`src/tpd_regs.vh`:
```
// Purpose: constants for the three-phase input decoder
// Assumes: core_clk at 25 MHz
// Notes: scheme codes, timing figures and derived counts
`ifndef TPD_REGS_VH
`define TPD_REGS_VH
// Drive scheme codes
`define TPD_SCHEME_SIX 2'h0
`define TPD_SCHEME_THREE 2'h1
`define TPD_SCHEME_SINGLE 2'h2
`define TPD_SCHEME_INDEP 2'h3
// Clock rate in kHz
`define TPD_CLK_KHZ 25000
// Serial port ready time after enable, in ms
`define TPD_READY_MS 1
// Ready time in cycles, ms times kHz, a whole product with no rounding
`define TPD_READY_CYCLES (`TPD_READY_MS * `TPD_CLK_KHZ)
// Dead time in ns, and cycles rounded up
`define TPD_DEAD_NS 200
`define TPD_CLK_NS 40
`define TPD_DEAD_CYCLES ((`TPD_DEAD_NS + `TPD_CLK_NS - 1) / `TPD_CLK_NS)
`endif

```
`src/tpd_decoder.v`:
```
// Purpose: decode per-phase inputs into six gate-on commands
// Assumes: inputs synchronous to core_clk; faults arrive as levels
// Notes: single-PWM and independent schemes are not built here;
//   gate commands follow the inputs one cycle late, and a turn-on waits
//   out the dead time, so a command never leads the controller within
//   a cycle. Serial readiness and fault reporting sit beside the gate
//   path and share only the clock and reset.
`timescale 1ns/1ps
`default_nettype none
`include "tpd_regs.vh"

// Timing at a glance
// - The scheme field, or the strap, is registered once before use.
// - Decode is combinational from the phase inputs and that scheme.
// - A stage drops its gate on the edge after the request changes.
// - A stage turns a gate on only after both were off DEAD_CYCLES.
// - After reset the stages count idle time, so the first turn-on
//   also waits out the dead time.
// - Readiness counts up while enable and supply good both hold,
//   and restarts from zero when either falls.
// - Fault causes are sticky; an event in the clear cycle is kept.
// - Nothing here guards a scheme change with gates on: the
//   controller must bring all six inputs low first.
module tpd_decoder #(
	parameter READY_CYCLES = `TPD_READY_CYCLES,
	parameter DEAD_CYCLES = `TPD_DEAD_CYCLES,
	parameter FAULT_W = 5
) (
	// Clock and reset
	input wire core_clk,
	input wire reset,
	// Scheme choice
	input wire [1:0] scheme_select,
	input wire scheme_strap_is_ground,
	// Phase inputs from the controller
	input wire [2:0] high_side_input_x,
	input wire [2:0] low_side_input_x,
	// Power-up conditions
	input wire enable,
	input wire supply_good,
	// Fault events and the software clear
	input wire [FAULT_W-1:0] fault_events,
	input wire fault_clear,
	// Gate commands, one bit per phase
	output wire [2:0] high_gate_command_x,
	output wire [2:0] low_gate_command_x,
	// Status
	output reg [1:0] active_scheme,
	output reg serial_ready,
	output reg fault_indicator_n,
	output reg [FAULT_W-1:0] fault_cause
);
	// Requests to the dead-time stages
	reg [2:0] want_high;
	reg [2:0] want_low;
	// Scheme about to be registered
	reg [1:0] next_scheme;
	// Per-scheme decode, one bit per phase
	wire [2:0] six_high;
	wire [2:0] six_low;
	wire [2:0] three_high;
	wire [2:0] three_low;
	// Power-up counter and its helpers
	reg [24:0] ready_count;
	wire [24:0] ready_last;
	wire power_up;
	wire ready_reached;
	// Fault helpers
	wire fault_seen;
	wire fault_held;

	// strap overrides the field
	// Strap wins so a board without the field still has a scheme
	always @* begin
		if (scheme_strap_is_ground)
			next_scheme = `TPD_SCHEME_SIX;
		else
			next_scheme = scheme_select;
	end

	// Scheme is registered; inputs are to be low when it changes
	// No guard against a change with gates on: the controller idles
	always @(posedge core_clk or posedge reset) begin
		if (reset)
			active_scheme <= `TPD_SCHEME_SIX;
		else
			active_scheme <= next_scheme;
	end

	// six-input: one input set drives its gate
	// Both set floats the phase rather than trusting either input
	assign six_high = high_side_input_x & ~low_side_input_x;
	assign six_low = low_side_input_x & ~high_side_input_x;

	// three-input: low input enables the phase
	// With the enable high, the high input alone picks the level
	assign three_high = low_side_input_x & high_side_input_x;
	assign three_low = low_side_input_x & ~high_side_input_x;

	// table of the active scheme feeds the stages
	// Decoding the registered scheme keeps all three phases in step
	always @* begin
		case (active_scheme)
		`TPD_SCHEME_SIX: begin
			want_high = six_high;
			want_low = six_low;
		end
		`TPD_SCHEME_THREE: begin
			want_high = three_high;
			want_low = three_low;
		end
		`TPD_SCHEME_SINGLE: begin
			want_high = 3'h0;
			want_low = 3'h0;
		end
		`TPD_SCHEME_INDEP: begin
			want_high = 3'h0;
			want_low = 3'h0;
		end
		default: begin
			want_high = 3'h0;
			want_low = 3'h0;
		end
		endcase
	end

	// phase A stage; a swap passes through both off
	// Stage sees only its own phase, so phases never wait on each other
	tpd_dead_time #(
		.DEAD(DEAD_CYCLES)
	) i_stage_a (
		.core_clk(core_clk),
		.reset(reset),
		.want_high(want_high[0]),
		.want_low(want_low[0]),
		.high_gate_command(high_gate_command_x[0]),
		.low_gate_command(low_gate_command_x[0])
	);

	// phase B stage
	// Same dead time on every phase
	tpd_dead_time #(
		.DEAD(DEAD_CYCLES)
	) i_stage_b (
		.core_clk(core_clk),
		.reset(reset),
		.want_high(want_high[1]),
		.want_low(want_low[1]),
		.high_gate_command(high_gate_command_x[1]),
		.low_gate_command(low_gate_command_x[1])
	);

	// phase C stage
	// Same dead time on every phase
	tpd_dead_time #(
		.DEAD(DEAD_CYCLES)
	) i_stage_c (
		.core_clk(core_clk),
		.reset(reset),
		.want_high(want_high[2]),
		.want_low(want_low[2]),
		.high_gate_command(high_gate_command_x[2]),
		.low_gate_command(low_gate_command_x[2])
	);

	// enable and supply good both needed; a drop restarts
	assign power_up = enable & supply_good;
	assign ready_last = READY_CYCLES[24:0] - 25'h1;
	assign ready_reached = (ready_count >= ready_last);

	// count up from enable; ready at the limit, never later
	// A 25-bit count covers a full millisecond at this clock rate
	always @(posedge core_clk or posedge reset) begin
		if (reset) begin
			ready_count <= 25'h0;
			serial_ready <= 1'b0;
		end else if (!power_up) begin
			ready_count <= 25'h0;
			serial_ready <= 1'b0;
		end else if (ready_reached) begin
			serial_ready <= 1'b1;
		end else begin
			ready_count <= ready_count + 25'h1;
		end
	end

	// an event now, or a cause kept past this cycle
	assign fault_seen = |fault_events;
	assign fault_held = (|fault_cause) & ~fault_clear;

	// sticky causes; a new event beats the clear
	// Set wins so a fault that lands during a clear is never lost
	always @(posedge core_clk or posedge reset) begin
		if (reset) begin
			fault_cause <= {FAULT_W{1'b0}};
			fault_indicator_n <= 1'b1;
		end else begin
			if (fault_clear)
				fault_cause <= fault_events;
			else
				fault_cause <= fault_cause | fault_events;
			fault_indicator_n <= ~(fault_seen | fault_held);
		end
	end
endmodule
`default_nettype wire

```
`src/tpd_dead_time.v`:
```
// Purpose: one half-bridge gate stage with dead-time insertion
// Assumes: requests never ask for both gates at once
// Notes: a gate turns on only after the other has been off DEAD cycles
`timescale 1ns/1ps
`default_nettype none
module tpd_dead_time #(
	parameter DEAD = 5
) (
	input wire core_clk,
	input wire reset,
	input wire want_high,
	input wire want_low,
	output reg high_gate_command,
	output reg low_gate_command
);
	reg [7:0] off_count;
	wire want_any;
	wire same;
	assign want_any = want_high | want_low;
	assign same = (high_gate_command == want_high) &&
		(low_gate_command == want_low);
	// Turn-off is immediate; turn-on waits out the off interval
	always @(posedge core_clk or posedge reset) begin
		if (reset) begin
			high_gate_command <= 1'b0;
			low_gate_command <= 1'b0;
			off_count <= 8'h00;
		end else if (same) begin
			if (!want_any && off_count != 8'hff)
				off_count <= off_count + 8'h01;
		end else if (high_gate_command | low_gate_command) begin
			// Drop both first so a swap always passes through off
			high_gate_command <= 1'b0;
			low_gate_command <= 1'b0;
			off_count <= 8'h01;
		end else if (off_count >= DEAD[7:0]) begin
			high_gate_command <= want_high;
			low_gate_command <= want_low;
		end else begin
			off_count <= off_count + 8'h01;
		end
	end
endmodule
`default_nettype wire

```
`config.mk`:
```
export PLATFORM = sky130hd
export DESIGN_NAME = tpd_decoder
export DESIGN_NICKNAME = d
export VERILOG_FILES = /design/src/tpd_decoder.v /design/src/tpd_dead_time.v
export VERILOG_INCLUDE_DIRS = /design/src /design/src/src
export SDC_FILE = /design/constraint.sdc
export NUM_CORES = 1
export LEC_CHECK = 0
export BUFFER_PORTS_ARGS = -buffer_cell sky130_fd_sc_hd__buf_2
export CAP_MARGIN = 25
export CORE_ASPECT_RATIO = 1.2
export CORE_MARGIN = 8
export CORE_UTILIZATION = 35
export CTS_BUF_LIST = sky130_fd_sc_hd__clkbuf_16
export CTS_CLUSTER_SIZE = 16
export DETAILED_ROUTE_END_ITERATION = 16
export PLACE_DENSITY = 0.51
export SETUP_SLACK_MARGIN = 0.5
export SYNTH_ARGS = -nofsm -noshare
export SYNTH_HDL_FRONTEND = slang
export SYNTH_HIERARCHICAL = 1
export SYNTH_SLANG_ARGS = --single-unit
```
`constraint.sdc`:
```
create_clock -name core_clk -period 2.2 [get_ports core_clk]
set_input_delay 0.33 -clock core_clk [delete_from_list [all_inputs] [get_ports core_clk]]
set_output_delay 0.33 -clock core_clk [all_outputs]
set_load 0.02 [all_outputs]
```
==> impl_metrics.tcl <==
set metrics [dict create \
    antenna_left 0 \
    via_per_inst 5.43 \
    ys_async_sr_fraction 1.00 \
    die-height_um 129 \
    insertion_delay_ns 0.33 \
    dr_wl_met3_um 361 \
    synth_area_leaders "dfrtp_1, a21oi_1, nand2_1, ha_1, nand3_1" \
    critical_path_class "reg2reg" \
    leakage_uw 0.00232 \
    ys_warn_count 6 \
    cts.path.max_buffers 2 \
    grt_pass1_wl_mm 16.4 \
    synth-edff-count 0 \
    power_uw 5020 \
    finalSetupViolCount 0 \
    final_layout_size_suffix_gt1_frac 0.383 \
    wirelength_mm 9.45 \
    clock.fmax_ghz 0.498 \
    finalCritPeriodShare 0.914 \
    ios 34 \
    power_frac_seq 0.339 \
    dieArea_mm2 0.0143 \
    maxCapViolations 0 \
    drcViolationCount 0 \
    wire_per_inst_um 15.2 \
    clkPwrFrac 0.243 \
    root_buffer "clkbuf_16" \
    whs_ns 0.145 \
    power_frac_comb 0.418 \
    crit_fanout 8 \
    place_hpwl_mm 6.20 \
    power.internal_uw 3140 \
    synth_top_area_frac 0.420 \
    grt_pass1_vias 3517 \
    htree_levels 3 \
    grt_antenna_before_repair 0 \
    power.share.switching 0.374 \
    p_per_area_mw_per_mm2 994 \
    ys_seq_area_frac 0.427 \
    setup_ws_ns 0.190 \
    core_mm2 0.0105 \
    fin_skew_ns 0.00727 \
    hold_class "in2reg" \
    vdd_drop_max_mv 0.344 \
    outcome "completed" \
    syn_area_mm2 0.00375 \
    finalHoldViolCount 0 \
    layout_commonest_cell "dfrtp_1" \
    start_kind "flip-flop" \
    finalSetupTns_ns 0 \
    rows 41 \
    worst_pin_slew_ns 0.504 \
    cp_data_required_time_ns 2.44 \
    wirelength_met1_mm 4.31 \
    r2r_slack_ns 0.19 \
    cts_made_buffers 9 \
    clk_pin_slew_ns 0.05 \
    cts_tree "done" \
    met2WireLength_mm 4.60 \
    synthFlopType "dfrtp_1" \
    gp_congestion 0.765 \
    top_layer "met4" \
    synth_top_area_cell "dfrtp_1" \
    area_growth_pct 34.7 \
    grt_usage 0.137 \
    firstDrtPassIters 4 \
    switchingPower_uw 1880 \
    synth_seq_cells 64 \
    slew_viol_final 0 \
    syn-num-nets 435 \
    overflow 0 \
    critPathCaptureType "flip-flop" \
    place_inst 559 \
    port_buffers 33 \
    ys_types 50 \
    drt_iter0_markers 111 \
    rsz0062_at_grt "yes" \
    die_w_um 110 \
    cp.arrival_ns 2.25 \
    place_ws_ns 0.0608 \
    layout_common_cells "dfrtp_1, buf_4, buf_2" \
    relSlewSlack 0.664 \
    period_minus_slack_ns 2.01 \
    vias 3376 \
    diodes 0 \
    syn_avg_cell_area_um2 9.24 \
    start_util 0.358 \
    final_nets 517 \
    synth_cells 406 \
    cts_sinks 64 \
    final_cells 622 \
    grt_max_degree 33 \
]
==> timing repair <==
action,CTS,global route
resized for setup,34,36
hold buffers,1,0
endpoints found under the setup margin,39,39
endpoints found under the hold margin,2,0
pin swaps,53,31
buffers inserted,36,10
==> synthesized netlist by cell type (4+ instances only) <==
library cell,n
dfrtp_1,63
nand2_1,35
a21oi_1,30
nor2_1,30
nand3_1,24
and3_1,19
inv_1,18
a31oi_1,15
o21ai_1,14
o21ai_0,12
ha_1,10
or3_1,10
a21o_1,9
nand4_1,9
or4_1,8
clkbuf_1,6
nor2b_1,6
nor3b_1,6
o31ai_1,5
buf_6,4
nor3_1,4
o211ai_2,4
==> final cells by class <==
type	count	area (um^2)
Inverter	18	67.6
Fill cell	994	5420
Multi-Input combinational cell	305	2320
Sequential cell	64	1610
Clock buffer	9	225
Clock inverter	7	28.8
Timing Repair Buffer	90	638
Tap cell	129	161
==> cells by family (layout without fill, tap and decap cells) <==
family / count (synthesis) / after routing / share of synthesized area
buffers and inverters: 37 / 124 / 0.0631
adders and majority gates: 10 / 10 / 0.0334
AOI/OAI and AO/OA: 115 / 115 / 0.206
DFF: 64 / 64 / 0.427
muxes: 3 / 3 / 0.00801
xor gates and xnor gates: 6 / 6 / 0.0140
and+or+nand+nor: 171 / 171 / 0.248
==> sequential cells by signal (all words and copies together) (netlist names), 2 cells and up <==
name / count
ready_count: 25
i_stage_a/off_count: 8
i_stage_b/off_count: 8
i_stage_c/off_count: 8
fault_cause: 5
active_scheme: 2
==> worst paths after layout <==
check                                startpoint                 to  depth (start not counted)
worst max-delay path            ready_count[10]     ready_count[9]                          6
worst min-delay path            fault_events[4]  fault_indicator_n                          2
worst max register to register  ready_count[10]     ready_count[9]                          6
worst min register to register   fault_cause[3]     fault_cause[3]                          1
max in group asynchronous                 reset  fault_indicator_n                          4
min in group asynchronous                 reset   active_scheme[0]                          3
==> power by group through the flow <==
stage	Sequential [uW]	Clock (uW)	Combinational (uW)
finish	1700	1220	2100
global route	1750	1320	2310
CTS	1690	1270	1900
detailed placement	1710	0	1520
global placement	1700	0	1490
floorplan	1600	0	1400
==> critical path, cell delays in order, from the launching register on <==
cell and delay (ns):
dfrtp_1 0.37, or4_4 0.56, nor4_4 0.23, a21oi_4 0.13
buf_12 0.15, or3_4 0.36, a21oi_2 0.12
==> stage by stage <==
stage                     utilization  cell area [um^2]
after floorplan                     -              3910
after global placement          0.395              4140
after detailed placement        0.395              4140
after CTS                       0.461              4820
after global routing            0.483              5050
final                           0.483              5050
==> layer usage <==
layer | vias to the layer above | track usage
met5 | - | 0
met4 | 0 | 0.0669
met3 | 15 | 0.0296
met2 | 67 | 0.235
met1 | 1647 | 0.159
li1 | 1647 | -
Power figures use the tool's default switching activity.
